===== src/logic/afs_pkg.sv =====
// afs_pkg: shared constants and types for the amplifier fault supervisor
// assumes a single 50 MHz core clock and four output channels
package afs_pkg;
  localparam int NUM_CH = 4;                      // channel count
  localparam int CLK_MHZ = 50;                    // core clock rate
  localparam int ADC_W = 8;                       // mute pin sample width
  // mute pin thresholds as fractions of the bypass reference, in 1/30ths
  localparam logic [7:0] THR_2_3 = 8'h14;         // 20/30
  localparam logic [7:0] THR_1_3 = 8'h0A;         // 10/30
  localparam logic [7:0] THR_1_10 = 8'h03;        // 3/30
  localparam logic [7:0] THR_9_10 = 8'h1B;        // 27/30
  localparam logic [7:0] FRAC_DEN = 8'h1E;        // denominator 30
  localparam logic [1:0] RST_WARN_SEL = 2'h3;     // reset clip pin source: OR of both
  localparam logic RST_PLAY_AT_9_10 = 1'b1;       // play bit threshold after reset
  localparam logic [7:0] RST_GAIN = 8'h00;        // gain after reset
  localparam logic [7:0] GAIN_FULL = 8'hFF;       // full gain
  localparam logic [7:0] GAIN_STEP = 8'h01;       // gain step per ramp tick
  localparam int RAMP_TICK_NS = 1000;             // gain step interval
  localparam int RAMP_TICK_CYC = (RAMP_TICK_NS + (1000 / CLK_MHZ) - 1) / (1000 / CLK_MHZ);
  // operating modes
  typedef enum logic [1:0] {AFS_STANDBY, AFS_HIZ, AFS_MUTE, AFS_NORMAL} afs_mode_e;
endpackage


===== src/logic/afs_supervisor.sv =====
// afs_supervisor: global and per-channel fault supervisor for a four-channel amplifier
// assumes analog comparators deliver fault levels asynchronously; host commands are same-clock levels
`timescale 1ns/1ps
`default_nettype none
module afs_supervisor
  import afs_pkg::*;
#(
  parameter int OC_TIMER_CYC = 16'h0400  // current limit persistence before overcurrent
)(
  // clock and reset
  input wire logic CORE_CLK,
  input wire logic RSTN,
  // analog fault comparators (asynchronous)
  input wire logic POR_FAULT,
  input wire logic UNDERVOLTAGE,
  input wire logic CHARGE_PUMP_UNDERVOLTAGE,
  input wire logic SUPPLY_EXCESS_FAULT,
  input wire logic LOAD_DUMP,
  input wire logic OVERTEMP_WARNING,
  input wire logic OVERTEMP_SHUTDOWN,
  input wire logic [3:0] CLIP_DETECT,
  input wire logic [3:0] CYCLE_BY_CYCLE_LIMIT,
  input wire logic [3:0] DC_DETECT,
  input wire logic [3:0] DIAG_RESULT,
  input wire logic TWEETER_PRESENT,
  input wire logic [7:0] MUTE_PIN_LEVEL,
  // host commands (same clock)
  input wire logic [3:0] CMD_HIZ,
  input wire logic CMD_PLAY,
  input wire logic CMD_DIAG_START,
  input wire logic CMD_TWEETER_DIAG,
  input wire logic CMD_FAULT_CLEAR,
  input wire logic [1:0] WARN_SEL,
  input wire logic PLAY_AT_9_10,
  // operating state
  output logic [1:0] MODE,
  output logic [3:0] CH_HIZ,
  output logic [3:0] CH_HARD_MUTE,
  output logic [3:0] CUR_LIMIT,
  output logic [7:0] GAIN,
  output logic MUTE_DRIVE,
  // status for the host
  output logic [6:0] GLOBAL_STATUS,
  output logic [3:0] OC_STATUS,
  output logic [3:0] DC_STATUS,
  output logic [3:0] DIAG_STATUS,
  output logic MUTE_ENTERED,
  output logic PLAY_ENTERED,
  // pins, open drain: oe low while pulling low
  output logic FAULT_N_O,
  output logic FAULT_N_OE,
  output logic CLIP_OR_HEAT_WARN_N
);
  localparam int NS = 8 + 4 * NUM_CH;  // eight global levels plus four per-channel groups
  typedef struct packed
  {
    logic uv;                 // latched voltage faults
    logic charge_pump_undervoltage;
    logic sx;
    logic ots;                // latched heat shutdown
    logic [3:0] oc;           // latched channel overcurrent
    logic [3:0] dc;           // latched dc level
    logic [3:0] diag;         // latched diagnostic result
    logic [3:0] hiz;          // host Hi-Z request
    logic play;               // host play request
    logic [15:0] oc_cnt0;
    logic [15:0] oc_cnt1;
    logic [15:0] oc_cnt2;
    logic [15:0] oc_cnt3;
    logic fault;              // registered fault pin state
    logic warn;               // registered clip pin state
  } afs_sup_s;
  afs_sup_s st, next_st;
  logic [NS-1:0] raw, syn;
  logic por, uv, cpuv, sx, ld, overtemp_warning, ots, tw;
  logic [3:0] clip, cbc, dcd, diag;
  logic standby, glob_hiz, normal, any_fault, diag_ok, mon_mode;
  logic [3:0] oc_hit;
  logic [15:0] cnt [NUM_CH];
  logic [1:0] mode;
  // all asynchronous comparator levels except MUTE_PIN_LEVEL pass the three-stage filter
  assign raw = {POR_FAULT, UNDERVOLTAGE, CHARGE_PUMP_UNDERVOLTAGE, SUPPLY_EXCESS_FAULT,
                LOAD_DUMP, OVERTEMP_WARNING, OVERTEMP_SHUTDOWN, TWEETER_PRESENT,
                CLIP_DETECT, CYCLE_BY_CYCLE_LIMIT, DC_DETECT, DIAG_RESULT};
  afs_sync3 #(.W(NS)) u_sync (
    .clk(CORE_CLK),
    .rst_n(RSTN),
    .din(raw),
    .dout(syn)
  );
  assign {por, uv, cpuv, sx, ld, overtemp_warning, ots, tw, clip, cbc, dcd, diag} = syn;
  assign cnt[0] = st.oc_cnt0;
  assign cnt[1] = st.oc_cnt1;
  assign cnt[2] = st.oc_cnt2;
  assign cnt[3] = st.oc_cnt3;
  // mode resolution: standby faults dominate voltage faults
  always_comb
  begin
    standby = por || ld || st.ots;
    glob_hiz = st.uv || st.charge_pump_undervoltage || st.sx;
    if (standby)
    begin
      mode = AFS_STANDBY;
    end
    else if (glob_hiz || (&st.hiz))
    begin
      mode = AFS_HIZ;
    end
    else if (st.play)
    begin
      mode = AFS_NORMAL;
    end
    else
    begin
      mode = AFS_MUTE;
    end
    normal = (mode == AFS_NORMAL);
    mon_mode = (mode == AFS_HIZ) || (mode == AFS_MUTE) || normal;  // heat and voltage watched outside standby
    diag_ok = (mode == AFS_HIZ) && !glob_hiz;
    any_fault = standby || glob_hiz || (|st.oc) || (|st.dc);
  end
  // overcurrent timers run while the limit is active on a channel not in host Hi-Z, in mute or normal
  generate
    for (genvar c = 0; c < NUM_CH; c++)
    begin : g_oc
      assign oc_hit[c] = cnt[c] >= 16'(OC_TIMER_CYC - 1);
    end
  endgenerate
  // next state
  always_comb
  begin
    logic [15:0] nc [NUM_CH];
    next_st = st;
    for (int c = 0; c < NUM_CH; c++)
    begin
      nc[c] = 16'h0000;
    end
    // clear before the fault events, so a same-cycle event wins over the clear
    next_st.hiz = CMD_HIZ;
    next_st.play = CMD_PLAY;
    if (CMD_FAULT_CLEAR)
    begin
      next_st.uv = 1'b0;
      next_st.charge_pump_undervoltage = 1'b0;
      next_st.sx = 1'b0;
      next_st.ots = 1'b0;
      next_st.oc = 4'h0;
      next_st.dc = 4'h0;
      next_st.diag = 4'h0;
    end
    if (mon_mode)
    begin
      if (uv) next_st.uv = 1'b1;
      if (cpuv) next_st.charge_pump_undervoltage = 1'b1;
      if (sx) next_st.sx = 1'b1;
      if (ots) next_st.ots = 1'b1;
    end
    for (int c = 0; c < NUM_CH; c++)
    begin
      if ((mode == AFS_MUTE || normal) && !st.hiz[c] && cbc[c])
      begin
        nc[c] = oc_hit[c] ? cnt[c] : cnt[c] + 16'h0001;
        if (oc_hit[c]) next_st.oc[c] = 1'b1;
      end
      if (normal && dcd[c]) next_st.dc[c] = 1'b1;
      if (diag_ok && CMD_DIAG_START && diag[c]) next_st.diag[c] = 1'b1;
    end
    next_st.oc_cnt0 = nc[0];
    next_st.oc_cnt1 = nc[1];
    next_st.oc_cnt2 = nc[2];
    next_st.oc_cnt3 = nc[3];
    next_st.fault = any_fault;
    // clip pin source select, heat warning monitored outside standby
    next_st.warn = ((WARN_SEL[0] && mon_mode && overtemp_warning) ||
                    (WARN_SEL[1] && normal && (|clip)) ||
                    (mode == AFS_MUTE || normal) && (|(cbc & ~st.hiz)) ||
                    (CMD_TWEETER_DIAG && diag_ok && tw));
  end
  // register
  always_ff @(posedge CORE_CLK)
  begin
    if (!RSTN)
    begin
      st <= '0;
    end
    else
    begin
      st <= next_st;
    end
  end
  // gain ramp engine shared by all channels
  afs_ramp u_ramp (
    .clk(CORE_CLK),
    .rst_n(RSTN),
    .play_req(st.play && normal),
    .hard_mute(standby || glob_hiz),
    .play_at_9_10(PLAY_AT_9_10),
    .mute_pin(MUTE_PIN_LEVEL),
    .mute_drive(MUTE_DRIVE),
    .gain(GAIN),
    .mute_entered(MUTE_ENTERED),
    .play_entered(PLAY_ENTERED)
  );
  // outputs
  assign MODE = mode;
  assign CH_HIZ = {4{mode == AFS_STANDBY || mode == AFS_HIZ}} | st.hiz | st.oc | st.dc;
  assign CH_HARD_MUTE = {4{standby}} | st.oc | st.dc;
  assign CUR_LIMIT = cbc & {4{mode == AFS_MUTE || normal}};
  // status excludes the self-clearing power-on and load dump events
  assign GLOBAL_STATUS = {overtemp_warning, st.ots, st.sx, st.charge_pump_undervoltage, st.uv, 2'b00};
  assign OC_STATUS = st.oc;
  assign DC_STATUS = st.dc;
  assign DIAG_STATUS = st.diag;
  assign FAULT_N_O = 1'b0;
  assign FAULT_N_OE = !st.fault;
  assign CLIP_OR_HEAT_WARN_N = !st.warn;
endmodule
`default_nettype wire


===== src/logic/afs_sync3.sv =====
// afs_sync3: three-stage synchroniser for asynchronous level inputs
// assumes the output changes only once stages two and three agree
`timescale 1ns/1ps
`default_nettype none
module afs_sync3
  import afs_pkg::*;
#(
  parameter int W = 1
)(
  // clock and reset
  input wire logic clk,
  input wire logic rst_n,
  // asynchronous input and filtered result
  input wire logic [W-1:0] din,
  output logic [W-1:0] dout
);
  typedef struct packed
  {
    logic [W-1:0] s1;   // first stage, read only by s2
    logic [W-1:0] s2;   // second stage
    logic [W-1:0] s3;   // third stage
    logic [W-1:0] q;    // agreed value
  } afs_sync_s;
  afs_sync_s st, next_st;
  // next value: agreement of stages two and three per bit
  always_comb
  begin
    next_st = st;
    next_st.s1 = din;
    next_st.s2 = st.s1;
    next_st.s3 = st.s2;
    for (int i = 0; i < W; i++)
    begin
      if (st.s2[i] == st.s3[i])
      begin
        next_st.q[i] = st.s3[i];
      end
    end
  end
  // register with synchronous reset
  always_ff @(posedge clk)
  begin
    if (!rst_n)
    begin
      st <= '0;
    end
    else
    begin
      st <= next_st;
    end
  end
  assign dout = st.q;
endmodule
`default_nettype wire


===== src/logic/afs_ramp.sv =====
// afs_ramp: mute/play gain ramp sequenced against mute pin voltage
// assumes the mute pin voltage arrives as a sampled 8-bit ratio of the bypass reference
`timescale 1ns/1ps
`default_nettype none
module afs_ramp
  import afs_pkg::*;
(
  // clock and reset
  input wire logic clk,
  input wire logic rst_n,
  // control
  input wire logic play_req,        // level: host wants play
  input wire logic hard_mute,       // fault forces gain to zero at once
  input wire logic play_at_9_10,    // chooses the play bit threshold
  input wire logic [7:0] mute_pin,  // sampled pin voltage in 1/30ths
  // results
  output logic mute_drive,          // 1: charge the mute pin towards play
  output logic [7:0] gain,
  output logic mute_entered,
  output logic play_entered
);
  typedef struct packed
  {
    logic [7:0] gain;
    logic [15:0] tick;
    logic mute_ent;
    logic play_ent;
  } afs_ramp_s;
  afs_ramp_s st, next_st;
  logic tick_p;
  logic [7:0] play_thr;
  // gain ramp rate from a one-cycle enable
  always_comb
  begin
    tick_p = (st.tick == 16'(RAMP_TICK_CYC - 1));
    play_thr = play_at_9_10 ? THR_9_10 : THR_2_3;
  end
  // gain follows pin voltage windows
  always_comb
  begin
    next_st = st;
    next_st.tick = tick_p ? 16'h0000 : st.tick + 16'h0001;
    if (hard_mute)
    begin
      next_st.gain = 8'h00;  // no ramp on forced mute
    end
    else if (!play_req && mute_pin <= THR_2_3 && mute_pin > THR_1_3 && tick_p && st.gain != 8'h00)
    begin
      next_st.gain = st.gain - GAIN_STEP;
    end
    else if (!play_req && mute_pin <= THR_1_3)
    begin
      next_st.gain = 8'h00;
    end
    else if (play_req && mute_pin >= THR_1_3 && tick_p && st.gain != GAIN_FULL)
    begin
      next_st.gain = st.gain + GAIN_STEP;
    end
    // status bits follow only their own pin levels
    if (!play_req && mute_pin <= THR_1_10)
    begin
      next_st.mute_ent = 1'b1;
      next_st.play_ent = 1'b0;
    end
    else if (play_req && mute_pin >= play_thr)
    begin
      next_st.play_ent = 1'b1;
      next_st.mute_ent = 1'b0;
    end
  end
  // register
  always_ff @(posedge clk)
  begin
    if (!rst_n)
    begin
      st <= '0;
    end
    else
    begin
      st <= next_st;
    end
  end
  assign mute_drive = play_req;
  assign gain = st.gain;
  assign mute_entered = st.mute_ent;
  assign play_entered = st.play_ent;
endmodule
`default_nettype wire


===== config.mk =====
export PLATFORM = sky130hd
export DESIGN_NAME = afs_supervisor
export DESIGN_NICKNAME = d
export VERILOG_FILES = /design/src/logic/afs_pkg.sv /design/src/logic/afs_supervisor.sv /design/src/logic/afs_sync3.sv /design/src/logic/afs_ramp.sv
export SDC_FILE = /design/constraint.sdc
export NUM_CORES = 1
export LEC_CHECK = 0
export ABC_AREA = 1
export BUFFER_PORTS_ARGS = -buffer_cell sky130_fd_sc_hd__buf_2
export CORE_MARGIN = 2
export CORE_UTILIZATION = 35
export CTS_CLUSTER_SIZE = 24
export DETAILED_ROUTE_END_ITERATION = 7
export HOLD_SLACK_MARGIN = 0.03
export PLACE_DENSITY_LB_ADDON = 0.12
export REMOVE_ABC_BUFFERS = 1
export SYNTH_ARGS = -nofsm -noshare
export SYNTH_HDL_FRONTEND = slang
export SYNTH_HIERARCHICAL = 1
export SYNTH_SLANG_ARGS = --single-unit

===== constraint.sdc =====
create_clock -name CORE_CLK -period 1.97 [get_ports CORE_CLK]
set_clock_uncertainty 0.2 [all_clocks]
set_input_delay 0.197 -clock CORE_CLK [delete_from_list [all_inputs] [get_ports CORE_CLK]]
set_output_delay 0.197 -clock CORE_CLK [all_outputs]
set_load 0.05 [all_outputs]

==> results.tsv <==
stage	metric	value	unit
job	Maximum Capacitance Violations	0	
status	failing checks	setup timing	
floorplanning	die height	167.1	µm
finish	fillcell total	2611	
grt	first-pass GRT wire length	34.56	mm
sta	final slew viol count	0	
yosys	top cells by count, synth	nand2_1 (260), inv_1 (224), dfxtp_1 (209), nor2_1 (194), nand3_1 (55)	
finish	layout cells sized above 1	20.03	%
setup_path	Crit Path Category	reg2out	
drt	via count	7637	
setup_path	Critical Path End Type	output pin	
floorplanning	die width	167.1	µm
sta	Hold Vio Cnt, Final	0	
yosys	Synth Instances	1283	
yosys	count leader, synth	nand2_1	
drt	First-pass DRT Iterations	6	
floorplanning	Initial Util	35.73	%
setup_path	CP Max Fanout	2	
cts	H-tree lvl count	1	
yosys	number of synthesized flops with an enable pin	0	
floorplanning	core area	26060	µm²
setup_path	CP bufs+invs	2	
yosys	mapped cell area	9310	µm²
yosys	sequential fraction of the synthesis area	44.94	%
setup_path	CP required	1.57	ns
grt	largest net degree at the start of global routing	67	
setup_path	critical path cell sequence	nor2_2, nand2_2, nor2_4, nand2_4, nor2_4, buf_8, buf_12	
yosys	top_reg_cell synth	dfxtp_1	
power	Lkg Pwr	0.005549	µW
cts	clock sinks	209	
grt	vias in the first global route	7224	
setup_path	CP startpoint kind	register	
finish	ANT cells	0	
yosys	Yosys cell types	44	
power	Pwr Density	834.5	nW/µm²
yosys	post-synth top area share	44.94	%
setup_path	CP top delay family	simple AND/OR/NAND/NOR gates	
setup_path	Most Frequent Cell on Critical Path	nor2_4	
drt	DR vias/cell	4.332	
sta	Final period util	105.7	%
sta	max_slew headroom	47.55	%
hold_path	Hold Crit Class	in2reg	
sta	final setup violation count	20	
grt	gr usage total	14.74	%
yosys	Synth Register Bits	209	
yosys	post-synth top area cell	dfxtp_1	
finish	Final Instance Area	11720	µm²
cts	Skew-Pair Late Insertion Delay	0.53	ns
drt	Iter 0 DRT Violations	380	
sta	unrepaired setup endpoints after global routing	true	
cts	clock tree buffer depth	3	
drt	DRC errors left	0	
yosys	post-synthesis average cell area	7.257	µm²
cts	CTS Buf Count	25	
status	outcome	finished with violations	
yosys	YS warnings	6	
setup_path	WP data arrival	1.68	ns
floorplanning	Rows	59	
finish	Nets	1467	
placement	Post-DP Area	9863	µm²
sta	final worst slack	-0.1116	ns
power	VDD IR max	754.6	µV
grt	total congestion overflow	0	
setup_path	Worst path max stage delay	0.32	ns
floorplanning	I/O pin count	92	
cts	Reg clk slew, reported paths	0.06	ns
cts	TritonCTS clock tree	built	
drt	average routed wire per standard cell	11.92	µm
drt	final wirelength	21.02	mm
finish	Layout area overhead	25.91	%
sta	Min Hold Slack	0.1060	ns
yosys	ranking of synthesized cells by area	dfxtp_1 (45%), nand2_1 (10%), inv_1 (9.0%), nor2_1 (7.8%), buf_4 (4.3%)	
sta	worst-margin pin slew	0.7867	ns
placement	I/O Buffers	88	
floorplanning	die footprint	27920	µm²
cts	Root Buffer	clkbuf_16	
sta	minimum clock period	2.082	ns
placement	GP Congestion	0.8501	
grt	initial antenna violation count	0	
power	total power	9783	µW
sta	maximum clock frequency	480.4	MHz
yosys	Post-synth ARST share	0	%
drt	antenna viol nets, final	0	
placement	post-detail-place hpwl	14.90	mm
setup_path	highest-delay cell along the critical path	dfxtp_2	
==> worst reg2reg max path, cell delays in order, from the launching register on <==
cell	delay (ns)
dfxtp_2	0.32
nor2_2	0.11
nand2_2	0.09
nor2_4	0.14
nand2_4	0.08
nor2_4	0.14
buf_6	0.13
inv_6	0.04
nand3_4	0.08
inv_2	0.04
nand2_2	0.08
nor2_4	0.07
nand2_4	0.11
nand3_4	0.10
inv_4	0.10
nor2_1	0.05
nor2_1	0.09
==> worst paths after layout <==
| kind | startpoint | end | slack (ns) | cells after the start |
|---|---|---|---|---|
| hold reg to reg | u_sync/next_st[53] | u_sync/next_st[29] | 0.21 | 2 |
| hold / removal | MUTE_PIN_LEVEL[4] | u_ramp/play_entered | 0.11 | 6 |
| setup reg to reg | u_sync/dout[23] | u_ramp/gain[3] | -0.07 | 16 |
| setup / recovery | u_sync/dout[23] | MUTE_DRIVE | -0.11 | 7 |
==> where the power goes <==
group | switching, µW | internal, µW
clock | 1850 | 3040
combinational | 319 | 229
sequential | 42.9 | 4310
total | 2210 | 7570
==> cells in the final DEF (no fill, tap or decap), types with 9 or more instances in the layout <==
cell and count:
xor2_1 9, buf_6 10, nand2_1 249, nand4_1 25
nand2_2 15, dfxtp_1 201, buf_4 31, ha_1 13
o21ai_1 22, dlygate4sd3_1 40, buf_8 13, nor3_1 12
inv_2 17, inv_1 219, o21ai_0 34, nor2_2 13
nand3_1 47, a21oi_1 49, nor2_1 185, clkbuf_16 25
buf_2 72, nor2_4 17
==> layer usage <==
metal | GRT usage (%) | vias to the layer above | routed length (µm)
li1 | - | 4136 | -
met1 | 19.30 | 3314 | 9867
met2 | 24.76 | 157 | 9460
met3 | 3.049 | 30 | 1270
met4 | 3.898 | 0 | 420
met5 | 0 | - | 0
==> cells by family after synthesis <==
logic type	count (synthesis)	share of synthesized area (%)
adders and majority gates	13	1.747
other	1	0.04028
buffers and inverters	319	15.71
and+or+nand+nor	601	29.00
xor gates and xnor gates	11	1.035
AOI/OAI and AO/OA	129	7.526
DFF	209	44.94
==> registers in the layout, indices dropped and copies added, names as in the netlist, 4 cells and up <==
register and count:
cnt 64, u_sync/dout 24, OC_STATUS 4, st 7
DC_STATUS 4, u_sync/next_st 48, DIAG_STATUS 4, u_sync/st 24
GLOBAL_STATUS 4, u_ramp/st 16, u_ramp/gain 8
==> per-stage QoR <==
step	utilization, %	TNS, ns	instances	setup WS, ns
2_1_floorplan	-	-10.56	1213	-0.7893
3_3_place_gp	37.85	0	1665	0.03659
3_5_place_dp	37.85	-0.005625	1665	-0.005625
4_1_cts	43.99	-1.541	1756	-0.1438
5_1_grt	44.98	-3.435	1763	-0.2030
6_report	44.98	-1.254	1763	-0.1116
==> layout make-up <==
cell class                      count  area [µm²]  share of cell area (%)
Clock buffer                       35       743.2                   6.340
Clock inverter                     11       153.9                   1.313
Inverter                          247       948.4                   8.091
Multi-Input combinational cell    758        3923                   33.46
Sequential cell                   209        4194                   35.78
Tap cell                          335       419.2                   3.576
Timing Repair Buffer              168        1341                   11.44
==> timing repair <==
action / 4_1_cts / 5_1_grt
hold endpoints to repair: 77 / 0
hold buffers: 40 / 0
setup buffers: 5 / 7
cloned: 0 / 1
setup endpoints to repair: 21 / 38
resized for setup: 74 / 61
pin swaps: 6 / 22
No activity file was read; power rests on OpenSTA's default activity.
